==> src/rtl/mfr_regs.svh <==
// Register map, field positions and timing constants of the fractional multiply unit
// Behaviour
// - Rounding multiply: signed 16x16 fractional product, 32-bit, rounded, written to destination.
// - Rounding-multiply sources only accumulator upper words or the three input registers.
// - Product sign extended to accumulator width before rounding; stored only after rounding.
// - Rounding multiply into 16-bit register stores upper 16 bits of rounded result.
// - Mode rounding bit clear gives convergent rounding, set gives two's-complement rounding.
// - Rounding multiply into accumulator always stores a zero low word.
// - Rounding multiply may negate one operand, giving rounded negated product.
// - Rounding multiply takes 2 clock cycles, plus move cycles with parallel move.
// - Arithmetic destination must differ from parallel read destination; memory write allowed.
// - Dual parallel reads forbidden while execute-from-data-memory mode bit is set.
// - Every rounding-multiply form is one word and one instruction cycle plus any parallel move cycles.
// - Mixed multiply: first source signed, second unsigned, 32-bit fractional product.
// - Mixed multiply into 16-bit register stores upper 16 bits only; sign may be lost.
// - Mixed multiply ignores saturation control bit entirely.
// - Negative from result MSB, zero when result zero, overflow always cleared.
// - Extension-in-use flag set when accumulator extension holds significant bits.
// - Limit flag on result overflow; rounding multiply also on parallel move limiting.
// - Accumulator destination receives product sign extended into extension bits.
// - Mixed multiply is one word and 2 clock cycles, first signed, second unsigned.
`ifndef MFR_REGS_SVH
`define MFR_REGS_SVH

// Byte offsets
`define MFR_OFS_CTRL      8'h00
`define MFR_OFS_MODE      8'h04
`define MFR_OFS_X0        8'h08
`define MFR_OFS_Y0        8'h0c
`define MFR_OFS_Y1        8'h10
`define MFR_OFS_ALO       8'h14
`define MFR_OFS_AEXT      8'h18
`define MFR_OFS_BLO       8'h1c
`define MFR_OFS_BEXT      8'h20
`define MFR_OFS_CCR       8'h24
`define MFR_OFS_STAT      8'h28

// Control word fields
`define MFR_C_START       0
`define MFR_C_MIXED       1
`define MFR_C_NEG         2
`define MFR_C_S1          5:3
`define MFR_C_S2          8:6
`define MFR_C_DST         11:9
`define MFR_C_PMOVE       12
`define MFR_C_DUAL        13
`define MFR_C_RDDST       16:14
`define MFR_C_PREAD       17
`define MFR_C_MVCYC       20:18
`define MFR_C_LIMIT       21
`define MFR_C_W           22

// Mode word fields
`define MFR_M_ROUND       0
`define MFR_M_XP          1
`define MFR_M_SAT         2
`define MFR_M_W           3

// Condition code fields
`define MFR_F_V           1
`define MFR_F_Z           2
`define MFR_F_N           3
`define MFR_F_U           4
`define MFR_F_E           5
`define MFR_F_L           6
`define MFR_F_W           7

// Status fields
`define MFR_S_BUSY        0
`define MFR_S_ERR         1

// Register selector codes
`define MFR_SEL_X0        3'h0
`define MFR_SEL_Y0        3'h1
`define MFR_SEL_Y1        3'h2
`define MFR_SEL_A         3'h3
`define MFR_SEL_B         3'h4
`define MFR_SEL_LAST      3'h4

// Datapath constants
`define MFR_RND_HALF      36'h0_0000_8000
`define MFR_LOW_HALF      16'h8000
`define MFR_CYC_PER_INSTR 2

`endif

==> src/rtl/mfr_pkg.sv <==
// Types shared by the fractional multiply unit
package mfr_pkg;
  typedef enum logic [1:0] {
    MFR_IDLE = 2'b01,
    MFR_EXEC = 2'b10
  } mfr_state_t;

  typedef logic [35:0] mfr_acc_t;
  typedef logic [15:0] mfr_word_t;
endpackage : mfr_pkg

==> src/rtl/mfr_mul_if.sv <==
// Operand and result bundle between controller and multiply datapath
`timescale 1ns/1ps
`include "mfr_regs.svh"
interface mfr_mul_if;
  logic              [15:0] srcA;
  logic              [15:0] srcB;
  logic                     mixed;
  logic                     negate;
  logic                     twosRound;
  logic                     destAcc;
  mfr_pkg::mfr_acc_t        accResult;
  mfr_pkg::mfr_word_t       wordResult;
  logic              [`MFR_F_W-1:0] flags;

  modport ctrl (output srcA, srcB, mixed, negate, twosRound, destAcc,
                input accResult, wordResult, flags);
  modport dp   (input srcA, srcB, mixed, negate, twosRound, destAcc,
                output accResult, wordResult, flags);
endinterface : mfr_mul_if

==> src/rtl/mfr_mul_dp.sv <==
// Combinational multiply, negate, round and flag datapath
`timescale 1ns/1ps
`include "mfr_regs.svh"
module mfr_mul_dp (
  // Operands and results
  mfr_mul_if.dp mul
);
  logic signed [16:0] srcBx;
  logic signed [33:0] rawProd;
  mfr_pkg::mfr_acc_t  fracProd;
  mfr_pkg::mfr_acc_t  signedProd;
  mfr_pkg::mfr_acc_t  roundSum;
  mfr_pkg::mfr_acc_t  rounded;
  mfr_pkg::mfr_acc_t  res;
  logic               tieCase;

  // Second source zero extended for the mixed-sign form
  assign srcBx      = mul.mixed ? $signed({1'b0, mul.srcB})
                                : $signed({mul.srcB[15], mul.srcB});
  assign rawProd    = $signed(mul.srcA) * srcBx;
  // Fraction alignment, then sign extension to 36 bits
  assign fracProd   = {rawProd[33], rawProd[33], rawProd[32:0], 1'b0};
  // Negating the product avoids the 16-bit overflow of negating -1.0
  assign signedProd = (mul.negate && !mul.mixed) ? (36'h0 - fracProd) : fracProd;
  assign roundSum   = signedProd + `MFR_RND_HALF;
  assign tieCase    = !mul.twosRound && (signedProd[15:0] == `MFR_LOW_HALF);
  // Tie rounds to even: bit 16 forced low, low word always cleared
  assign rounded    = {roundSum[35:17], roundSum[16] & ~tieCase, 16'h0000};
  // Mixed form bypasses rounding; no form here applies saturation
  assign res        = mul.mixed ? signedProd : rounded;

  assign mul.accResult  = res;
  assign mul.wordResult = res[31:16];

  // Flags for the width actually written
  assign mul.flags[0]          = 1'b0;
  assign mul.flags[`MFR_F_V]   = 1'b0;
  assign mul.flags[`MFR_F_Z]   = mul.destAcc ? (res == 36'h0) : (res[31:16] == 16'h0000);
  assign mul.flags[`MFR_F_N]   = mul.destAcc ? res[35] : res[31];
  assign mul.flags[`MFR_F_U]   = ~(res[31] ^ res[30]);
  assign mul.flags[`MFR_F_E]   = mul.destAcc && (res[35:31] != {5{res[31]}});
  // Word target overflows when the extension held significant bits
  assign mul.flags[`MFR_F_L]   = !mul.destAcc && (res[35:31] != {5{res[31]}});
endmodule : mfr_mul_dp

==> src/rtl/mfr_unit.sv <==
// Fractional multiply and round unit with AHB-Lite register slave
//
// Chosen here: the register addresses and the AHB-Lite interface to the registers.
`timescale 1ns/1ps
`include "mfr_regs.svh"
module mfr_unit #(
  parameter int CYC_PER_INSTR = `MFR_CYC_PER_INSTR,
  parameter int CNT_W         = 4
) (
  // Clock and reset
  input  wire logic        core_clk,
  input  wire logic        nrst,
  // AHB-Lite slave
  input  wire logic        hsel,
  input  wire logic [31:0] haddr,
  input  wire logic [1:0]  htrans,
  input  wire logic        hwrite,
  input  wire logic [2:0]  hsize,
  input  wire logic [31:0] hwdata,
  input  wire logic        hready,
  output logic      [31:0] hrdata,
  output logic             hreadyout,
  output logic             hresp
);
  // Counter must hold the longest busy span
  if (CYC_PER_INSTR < 1 || (CYC_PER_INSTR + 7) >= (1 << CNT_W))
  begin : g_chk
    $error("mfr_unit: CYC_PER_INSTR or CNT_W out of range");
  end

  mfr_mul_if mul ();

  mfr_mul_dp u_dp (
    .mul (mul.dp)
  );

  // Bus pipeline state
  logic [7:0]             addrReg;
  logic                   wrPendReg;
  logic                   rdPendReg;
  logic [31:0]            hrdataReg;
  logic                   hreadyoutReg;
  // Software visible state
  logic [`MFR_C_W-1:0]    ctrlReg;
  logic [`MFR_M_W-1:0]    modeReg;
  logic [15:0]            x0Reg, y0Reg, y1Reg;
  mfr_pkg::mfr_acc_t      accAReg, accBReg;
  logic [`MFR_F_W-1:0]    ccrReg;
  logic                   errReg;
  logic                   startReqReg;
  // Sequencer
  mfr_pkg::mfr_state_t    stateReg, stateNext;
  logic [CNT_W-1:0]       cntReg, cntNext;

  // Address phase accept and data phase write decode
  logic        accept;
  logic        wordOk;
  logic        busWr;
  logic        idle;
  logic        wrCtrl, wrMode, wrX0, wrY0, wrY1, wrALo, wrAExt, wrBLo, wrBExt, wrCcr, wrStat;
  assign accept = hsel && htrans[1] && hready;
  assign wordOk = (hsize == 3'h2) && (haddr[31:8] == 24'h000000);
  assign idle   = (stateReg == mfr_pkg::MFR_IDLE);
  assign busWr  = wrPendReg;
  // Operand and control writes are dropped while a multiply runs
  assign wrCtrl = busWr && idle && (addrReg == `MFR_OFS_CTRL);
  assign wrMode = busWr && idle && (addrReg == `MFR_OFS_MODE);
  assign wrX0   = busWr && idle && (addrReg == `MFR_OFS_X0);
  assign wrY0   = busWr && idle && (addrReg == `MFR_OFS_Y0);
  assign wrY1   = busWr && idle && (addrReg == `MFR_OFS_Y1);
  assign wrALo  = busWr && idle && (addrReg == `MFR_OFS_ALO);
  assign wrAExt = busWr && idle && (addrReg == `MFR_OFS_AEXT);
  assign wrBLo  = busWr && idle && (addrReg == `MFR_OFS_BLO);
  assign wrBExt = busWr && idle && (addrReg == `MFR_OFS_BEXT);
  assign wrCcr  = busWr && (addrReg == `MFR_OFS_CCR);
  assign wrStat = busWr && (addrReg == `MFR_OFS_STAT);

  // Read mux, unmapped offsets read as zero
  logic [31:0] rdMux;
  assign rdMux =
    (addrReg == `MFR_OFS_CTRL) ? {{(32-`MFR_C_W){1'b0}}, ctrlReg} :
    (addrReg == `MFR_OFS_MODE) ? {{(32-`MFR_M_W){1'b0}}, modeReg} :
    (addrReg == `MFR_OFS_X0)   ? {16'h0000, x0Reg} :
    (addrReg == `MFR_OFS_Y0)   ? {16'h0000, y0Reg} :
    (addrReg == `MFR_OFS_Y1)   ? {16'h0000, y1Reg} :
    (addrReg == `MFR_OFS_ALO)  ? accAReg[31:0] :
    (addrReg == `MFR_OFS_AEXT) ? {28'h0000000, accAReg[35:32]} :
    (addrReg == `MFR_OFS_BLO)  ? accBReg[31:0] :
    (addrReg == `MFR_OFS_BEXT) ? {28'h0000000, accBReg[35:32]} :
    (addrReg == `MFR_OFS_CCR)  ? {{(32-`MFR_F_W){1'b0}}, ccrReg} :
    (addrReg == `MFR_OFS_STAT) ? {30'h0, errReg, !idle} :
    32'h00000000;

  // Bus pipeline; one wait state on reads so a prior write is always visible
  always_ff @(posedge core_clk or negedge nrst)
  begin
    if (!nrst)
    begin
      addrReg      <= 8'h00;
      wrPendReg    <= 1'b0;
      rdPendReg    <= 1'b0;
      hrdataReg    <= 32'h00000000;
      hreadyoutReg <= 1'b1;
    end
    else
    begin
      wrPendReg <= accept && hwrite && wordOk;
      rdPendReg <= accept && !hwrite;
      if (accept)
        addrReg <= wordOk ? haddr[7:0] : 8'hff;
      if (accept && !hwrite)
        hreadyoutReg <= 1'b0;
      else if (rdPendReg)
        hreadyoutReg <= 1'b1;
      if (rdPendReg)
        hrdataReg <= rdMux;
    end
  end

  assign hrdata    = hrdataReg;
  assign hreadyout = hreadyoutReg;
  assign hresp     = 1'b0;

  // Legality of the requested form, checked the cycle after the start write
  logic [2:0] s1Sel, s2Sel, dstSel, rdDstSel;
  logic       badSrc, badDest, badDual, badMove, badMixed, illegal, launch;
  assign s1Sel    = ctrlReg[`MFR_C_S1];
  assign s2Sel    = ctrlReg[`MFR_C_S2];
  assign dstSel   = ctrlReg[`MFR_C_DST];
  assign rdDstSel = ctrlReg[`MFR_C_RDDST];
  assign badSrc   = (s1Sel > `MFR_SEL_LAST) || (s2Sel > `MFR_SEL_LAST);
  assign badDest  = (dstSel > `MFR_SEL_LAST);
  assign badDual  = ctrlReg[`MFR_C_DUAL] && modeReg[`MFR_M_XP];
  // Memory writes may share the destination; only reads collide
  assign badMove  = ctrlReg[`MFR_C_PMOVE] && ctrlReg[`MFR_C_PREAD]
                    && (rdDstSel == dstSel);
  assign badMixed = ctrlReg[`MFR_C_MIXED] && (ctrlReg[`MFR_C_PMOVE] || ctrlReg[`MFR_C_DUAL]
                    || ctrlReg[`MFR_C_NEG]);
  assign illegal  = badSrc || badDest || badDual || badMove || badMixed;
  assign launch   = startReqReg && idle && !illegal;

  // Operand selection shared by both sources
  function automatic logic [15:0] pick(input logic [2:0] sel, input logic [15:0] a,
                                       input logic [15:0] b, input logic [15:0] c,
                                       input logic [15:0] d, input logic [15:0] e);
    pick = (sel == `MFR_SEL_X0) ? a :
           (sel == `MFR_SEL_Y0) ? b :
           (sel == `MFR_SEL_Y1) ? c :
           (sel == `MFR_SEL_A)  ? d : e;
  endfunction : pick

  // Datapath steering from the latched control and mode words
  assign mul.srcA      = pick(s1Sel, x0Reg, y0Reg, y1Reg, accAReg[31:16], accBReg[31:16]);
  assign mul.srcB      = pick(s2Sel, x0Reg, y0Reg, y1Reg, accAReg[31:16], accBReg[31:16]);
  assign mul.mixed     = ctrlReg[`MFR_C_MIXED];
  assign mul.negate    = ctrlReg[`MFR_C_NEG];
  assign mul.twosRound = modeReg[`MFR_M_ROUND];
  assign mul.destAcc   = (dstSel == `MFR_SEL_A) || (dstSel == `MFR_SEL_B);

  // Busy span is one instruction cycle plus any parallel move cycles
  logic [CNT_W-1:0] loadCnt;
  logic             finish;
  assign loadCnt = CNT_W'(CYC_PER_INSTR - 1)
                   + (ctrlReg[`MFR_C_PMOVE] ? CNT_W'(ctrlReg[`MFR_C_MVCYC]) : CNT_W'(0));
  assign finish  = (stateReg == mfr_pkg::MFR_EXEC) && (cntReg == '0);

  // Sequencer next state
  always_comb
  begin
    stateNext = stateReg;
    cntNext   = cntReg;
    case (stateReg)
      mfr_pkg::MFR_IDLE:
      begin
        if (launch)
        begin
          stateNext = mfr_pkg::MFR_EXEC;
          cntNext   = loadCnt;
        end
      end
      mfr_pkg::MFR_EXEC:
      begin
        if (cntReg == '0)
          stateNext = mfr_pkg::MFR_IDLE;
        else
          cntNext = cntReg - CNT_W'(1);
      end
      default:
      begin
        stateNext = mfr_pkg::MFR_IDLE;
        cntNext   = '0;
      end
    endcase
  end

  always_ff @(posedge core_clk or negedge nrst)
  begin
    if (!nrst)
    begin
      stateReg <= mfr_pkg::MFR_IDLE;
      cntReg   <= '0;
    end
    else
    begin
      stateReg <= stateNext;
      cntReg   <= cntNext;
    end
  end

  // Write-back decode at the last busy cycle
  logic wbA, wbB, wbX0, wbY0, wbY1;
  assign wbA  = finish && (dstSel == `MFR_SEL_A);
  assign wbB  = finish && (dstSel == `MFR_SEL_B);
  assign wbX0 = finish && (dstSel == `MFR_SEL_X0);
  assign wbY0 = finish && (dstSel == `MFR_SEL_Y0);
  assign wbY1 = finish && (dstSel == `MFR_SEL_Y1);

  // Register next values; result stored only once, after rounding
  mfr_pkg::mfr_acc_t accANext, accBNext;
  logic [15:0]       x0Next, y0Next, y1Next;
  assign x0Next   = wbX0 ? mul.wordResult : wrX0 ? hwdata[15:0] : x0Reg;
  assign y0Next   = wbY0 ? mul.wordResult : wrY0 ? hwdata[15:0] : y0Reg;
  assign y1Next   = wbY1 ? mul.wordResult : wrY1 ? hwdata[15:0] : y1Reg;
  assign accANext = wbA ? mul.accResult :
                    {wrAExt ? hwdata[3:0] : accAReg[35:32], wrALo ? hwdata : accAReg[31:0]};
  assign accBNext = wbB ? mul.accResult :
                    {wrBExt ? hwdata[3:0] : accBReg[35:32], wrBLo ? hwdata : accBReg[31:0]};

  // Flags: limit is sticky, a hardware set beats a software clear
  logic [`MFR_F_W-1:0] ccrNext;
  logic                limSet;
  assign limSet  = finish && (mul.flags[`MFR_F_L]
                   || (!mul.mixed && ctrlReg[`MFR_C_PMOVE] && ctrlReg[`MFR_C_LIMIT]));
  assign ccrNext = finish ? {ccrReg[`MFR_F_L] | limSet, mul.flags[`MFR_F_E:0]} :
                   wrCcr  ? {hwdata[`MFR_F_L], hwdata[`MFR_F_E:`MFR_F_Z], 1'b0, hwdata[0]} :
                   ccrReg;

  // Error sticky; write one clears, a new refusal in that cycle wins
  logic errNext;
  assign errNext = (startReqReg && idle && illegal)
                   || (errReg && !(wrStat && hwdata[`MFR_S_ERR]));

  always_ff @(posedge core_clk or negedge nrst)
  begin
    if (!nrst)
    begin
      ctrlReg     <= '0;
      modeReg     <= '0;
      startReqReg <= 1'b0;
      errReg      <= 1'b0;
      ccrReg      <= '0;
    end
    else
    begin
      if (wrCtrl)
        ctrlReg <= {hwdata[`MFR_C_W-1:1], 1'b0};
      if (wrMode)
        modeReg <= hwdata[`MFR_M_W-1:0];
      startReqReg <= wrCtrl && hwdata[`MFR_C_START];
      errReg      <= errNext;
      ccrReg      <= ccrNext;
    end
  end

  // Data registers
  always_ff @(posedge core_clk or negedge nrst)
  begin
    if (!nrst)
    begin
      x0Reg   <= 16'h0000;
      y0Reg   <= 16'h0000;
      y1Reg   <= 16'h0000;
      accAReg <= 36'h0_0000_0000;
      accBReg <= 36'h0_0000_0000;
    end
    else
    begin
      x0Reg   <= x0Next;
      y0Reg   <= y0Next;
      y1Reg   <= y1Next;
      accAReg <= accANext;
      accBReg <= accBNext;
    end
  end

  // Helper: cycles spent in the busy state for the current multiply
  logic [CNT_W-1:0] spanReg;
  always_ff @(posedge core_clk or negedge nrst)
  begin
    if (!nrst)
      spanReg <= '0;
    else if (launch)
      spanReg <= '0;
    else if (!idle)
      spanReg <= spanReg + CNT_W'(1);
  end

  localparam int LAUNCH_MAX = CYC_PER_INSTR + 7;
endmodule : mfr_unit

==> config.mk <==
export PLATFORM = sky130hd
export DESIGN_NAME = mfr_unit
export DESIGN_NICKNAME = d
export VERILOG_FILES = /design/src/rtl/mfr_pkg.sv /design/src/rtl/mfr_mul_if.sv /design/src/rtl/mfr_mul_dp.sv /design/src/rtl/mfr_unit.sv
export VERILOG_INCLUDE_DIRS = /design/src /design/src/rtl
export SDC_FILE = /design/constraint.sdc
export NUM_CORES = 1
export LEC_CHECK = 0
export ABC_AREA = 1
export BUFFER_PORTS_ARGS = -buffer_cell sky130_fd_sc_hd__buf_2
export CORE_ASPECT_RATIO = 0.9
export CORE_MARGIN = 5
export CORE_UTILIZATION = 30
export CTS_BUF_LIST = sky130_fd_sc_hd__clkbuf_8
export CTS_CLUSTER_SIZE = 28
export DETAILED_ROUTE_END_ITERATION = 10
export PLACE_DENSITY = 0.42
export SLEW_MARGIN = 5
export SYNTH_ARGS = -nofsm -noshare
export SYNTH_HDL_FRONTEND = slang
export SYNTH_HIERARCHICAL = 1
export SYNTH_SLANG_ARGS = --single-unit
==> constraint.sdc <==
create_clock -name core_clk -period 19.3 [get_ports core_clk]
set_clock_uncertainty 0.15 [all_clocks]
set_input_delay 1.93 -clock core_clk [delete_from_list [all_inputs] [get_ports core_clk]]
set_output_delay 1.93 -clock core_clk [all_outputs]
set_load 0.05 [all_outputs]
==> results summary <==
In this run the count of I/O pins placed on the die edge is between 100 and 150. The placed instance count came out at 4,857. For the worst setup path, the data required time is 19.65 ns. The highest achievable clock rate came out at 0.0827 GHz. The worst voltage drop across the vdd grid is roughly 0.000028 V. The number of global-route vias before repair was between 20,000 and 25,000.

The slowest stage cell on the critical path is sky130_fd_sc_hd__nor3_4. The floorplan die area is roughly 90,000 µm². The TritonCTS clock tree is built.

The layout overhead on the synthesized area came out at 9.62%. The clock sink total came out at just over 200. The maximum number of pins on one net before global-route repair came out at between 100 and 150. The most used flip-flop cell after synthesis is sky130_fd_sc_hd__dfrtp_1. The total negative slack for setup checks came out at 0 ns.

After floorplanning, the core was sized to cover ~86,000 µm². Summing over every cut layer, the via total after detailed routing is about 24,000. The maximum root-to-sink buffer count came out at 3. Dividing the detail-routed wire length by the instance count gives between 20 and 25 µm. The initial standard-cell utilization of the core is a little under a third. The number of hold buffers added after cts came out at 0. The mapped cell area is roughly 26,000 µm². The cell area power density came out at ~33 nW/µm². The synthesized design contains 0 enable-type register cells. The residual DRC count is 0. The count of input and output buffers came out at about 110.

STA classifies the critical path startpoint as a flip-flop. Setup repair after global routing left no endpoint under its margin. At the later pin of the worst-skew pair, clock insertion delay measures 0.59 ns. The largest area contributor in the synthesized netlist is sky130_fd_sc_hd__fa_1. In this run the worst path has a maximum fanout of 17. The post-CTS setup-driven buffer insertion count came out at 0.

The depth of the CTS H-tree is 2. Of the synthesized area, sequential elements account for 19.5%. The nature of the critical path endpoint is a flip-flop. Row generation in the floorplan step produced between 100 and 150 rows. The count of warnings emitted by yosys is 6.

Counting instances in the post-synthesis netlist gives the leading cell types as 975 x sky130_fd_sc_hd__nand2_1, 779 x sky130_fd_sc_hd__inv_1, 276 x sky130_fd_sc_hd__fa_1, 276 x sky130_fd_sc_hd__nor2_1, 200 x sky130_fd_sc_hd__dfrtp_1. The count of unique library cells instantiated by Yosys is 60. The number of endpoints with negative hold slack in the final report came out at 0. The total of endpoints with negative setup slack in the final report is 0. In the post-synthesis netlist, the biggest area contributors are sky130_fd_sc_hd__fa_1 21%, sky130_fd_sc_hd__dfrtp_1 19%, sky130_fd_sc_hd__nand2_1 14%.

The worst pin sits at a relative slew slack of ~27%. The detailed-route vias per instance is between 4 and 5. Summed over all layers, the routed wires come to ~100,000 µm. Max-cap violations in this run came to 0. The total power after layout is approximately 940 µW. The clock edge transition at the registers on the reported setup and hold paths came out at approximately 0.060 ns. Global routing finished with a remaining overflow of 0. The post-cts resize count is 0. The worst setup path is of the flip-flop to flip-flop kind. The tree is rooted in a sky130_fd_sc_hd__clkbuf_8. In the finished design, the share of the clock period the worst path needs comes to approximately 63%. The count of antenna-violating nets left after detailed routing is 0. The die boundary width is roughly 320 µm. The cell count after synthesis came out at about 3,700. The count of non-filler cells in the finished layout is a little under 5,000.

The worst-margin pin slew is 1.09 ns. The net count reported at finish came out at about 4,200. The number of pins with negative max-slew slack in the final report came out at 0. The most instantiated library cell after synthesis is sky130_fd_sc_hd__nand2_1. The number of buffers added by the clock tree synthesis step came out at 39. The first global-routing pass estimated 153,000 µm of wire. The data arrival time of the worst path came out at between 10 and 15 ns.

The first-pass iteration count of the detailed router is 8. The synthesized flop and latch total is between 200 and 250. The share of synthesized registers carrying an async set or reset is between 90% and 100%. Summed over all cells, the static leakage comes to between 15 and 20 nW. The largest single stage delay on the critical path is about 0.80 ns.

The average instance in the mapped netlist occupies ~7 µm². The minimum period implied by the final worst setup slack came out at 12.10 ns. The HPWL after detailed placement came out at between 70,000 and 80,000 µm. The floorplan step set the die height to 289 µm. The min-delay analysis places its worst path in the category flip-flop to flip-flop. The run finished with clean final reports.

The DRC marker count from the first detailed-route iteration came out at 1,992. The top cell type by area accounts for approximately a fifth of the synthesized area. The number of antenna violations at the first check in global routing came out at 5. The layout cell share with drive strength beyond 1 is 10.9%.

Global routing used 21.8% of the available tracks. The final weighted congestion of routability-driven global placement is between 0.8 and 0.9.
-- logic make-up after synthesis --
group,synth area share (%)
buffers and inverters,15.0
adders and majority gates,25.7
AOI/OAI and AO/OA,11.4
DFF,19.5
other,0.0289
and+or+nand+nor,27.2
xor gates and xnor gates,1.11
-- critical path, delay by kind of cell, from the launching register on --
family          cells  cell delay [ns]
buf+inv             8             1.89
simple gates       25             4.35
fa+ha+maj           8             3.89
compound gates      7             1.27
flops               1             0.47
-- through the flow --
stage               utilization, %  setup slack (ns)  cell area [µm²]  hold slack (ns)
detailed placement            32.2              7.33            27700            0.308
global route                  33.1              6.45            28400            0.351
global placement              32.2              7.43            27700            0.309
floorplan                        -             10.19            26000            0.292
CTS                           33.1              7.29            28400            0.324
finish                        33.1              7.20            28500            0.319
-- state kept, by name, indices dropped and copies added (netlist names) --
register,count
modeReg,3
rdPendReg,1
addrReg,8
errReg,1
y1Reg,16
hreadyout,1
stateReg,2
accBReg,36
hrdata,32
startReqReg,1
y0Reg,16
ccrReg,7
ctrlReg,21
busWr,1
accAReg,36
x0Reg,16
cntReg,4
-- placed cells by master (no fill, tap or decap), types with 7 or more instances in the layout --
master | netlist | layout
sky130_fd_sc_hd__buf_4 | 29 | 63
sky130_fd_sc_hd__fa_1 | 276 | 276
sky130_fd_sc_hd__a31oi_1 | 63 | 55
sky130_fd_sc_hd__ha_1 | 92 | 92
sky130_fd_sc_hd__inv_2 | 35 | 35
sky130_fd_sc_hd__nor2_1 | 276 | 273
sky130_fd_sc_hd__nand3_2 | 18 | 18
sky130_fd_sc_hd__a22oi_1 | 8 | 8
sky130_fd_sc_hd__a21oi_1 | 100 | 100
sky130_fd_sc_hd__nor3_1 | 20 | 19
sky130_fd_sc_hd__clkbuf_8 | 0 | 49
sky130_fd_sc_hd__xnor2_1 | 11 | 11
sky130_fd_sc_hd__o22ai_1 | 60 | 59
sky130_fd_sc_hd__xor2_1 | 22 | 22
sky130_fd_sc_hd__nand2_1 | 975 | 974
sky130_fd_sc_hd__or2_2 | 8 | 8
sky130_fd_sc_hd__nand2_2 | 38 | 39
sky130_fd_sc_hd__nor2_2 | 31 | 33
sky130_fd_sc_hd__nand4_1 | 50 | 50
sky130_fd_sc_hd__o211ai_1 | 48 | 48
sky130_fd_sc_hd__nand3b_1 | 7 | 7
sky130_fd_sc_hd__nor2_4 | 17 | 18
sky130_fd_sc_hd__inv_1 | 779 | 794
sky130_fd_sc_hd__dfrtp_1 | 200 | 200
sky130_fd_sc_hd__buf_2 | 38 | 104
sky130_fd_sc_hd__o2111ai_1 | 16 | 16
sky130_fd_sc_hd__a31oi_2 | 0 | 7
sky130_fd_sc_hd__nand3_1 | 146 | 146
sky130_fd_sc_hd__o21ai_0 | 189 | 188
-- layout make-up --
type                       instances  area (µm²)
clock buffer                      49         674
sequential                       202        5060
clock inverter                    19        85.1
tap                             1144        1430
inverter                         818        3070
fill                            9480       57400
antenna                            4        10.0
timing repair buffer             168        1010
multi-input combinational       2525       17100
-- layer usage --
metal  vias up  part of all wire (%)  track usage (%)
met5         -                 0.013                0
met4         2                   1.8             3.99
met3        97                   7.0             4.48
met2       678                    41             31.3
met1     11500                    50             33.8
li1      11500                     -                -
-- where the power goes --
part	switching (mW)	internal, mW	leakage (nW)
Sequential	0.00343	0.430	1.97
Combinational	0.0549	0.0160	13.4
Clock	0.208	0.228	0.446
Total	0.266	0.674	15.8
-- final timing paths --
kind / startpoint / end / slack [ns] / depth (start not counted)
hold / removal: cntReg[0]$_DFFE_PN0P_ / cntReg[0]$_DFFE_PN0P_ / 0.32 / 2
max in group asynchronous: nrst / ctrlReg[21]$_DFFE_PN0P_ / 16.47 / 2
setup / recovery: ctrlReg[4]$_DFFE_PN0P_ / ccrReg[2]$_DFFE_PN0P_ / 7.20 / 48
hold reg to reg: cntReg[0]$_DFFE_PN0P_ / cntReg[0]$_DFFE_PN0P_ / 0.32 / 2
min in group asynchronous: nrst / cntReg[1]$_DFFE_PN0P_ / 1.25 / 1
setup reg to reg: ctrlReg[4]$_DFFE_PN0P_ / ccrReg[2]$_DFFE_PN0P_ / 7.20 / 48
Power figures use the tool's default switching activity.
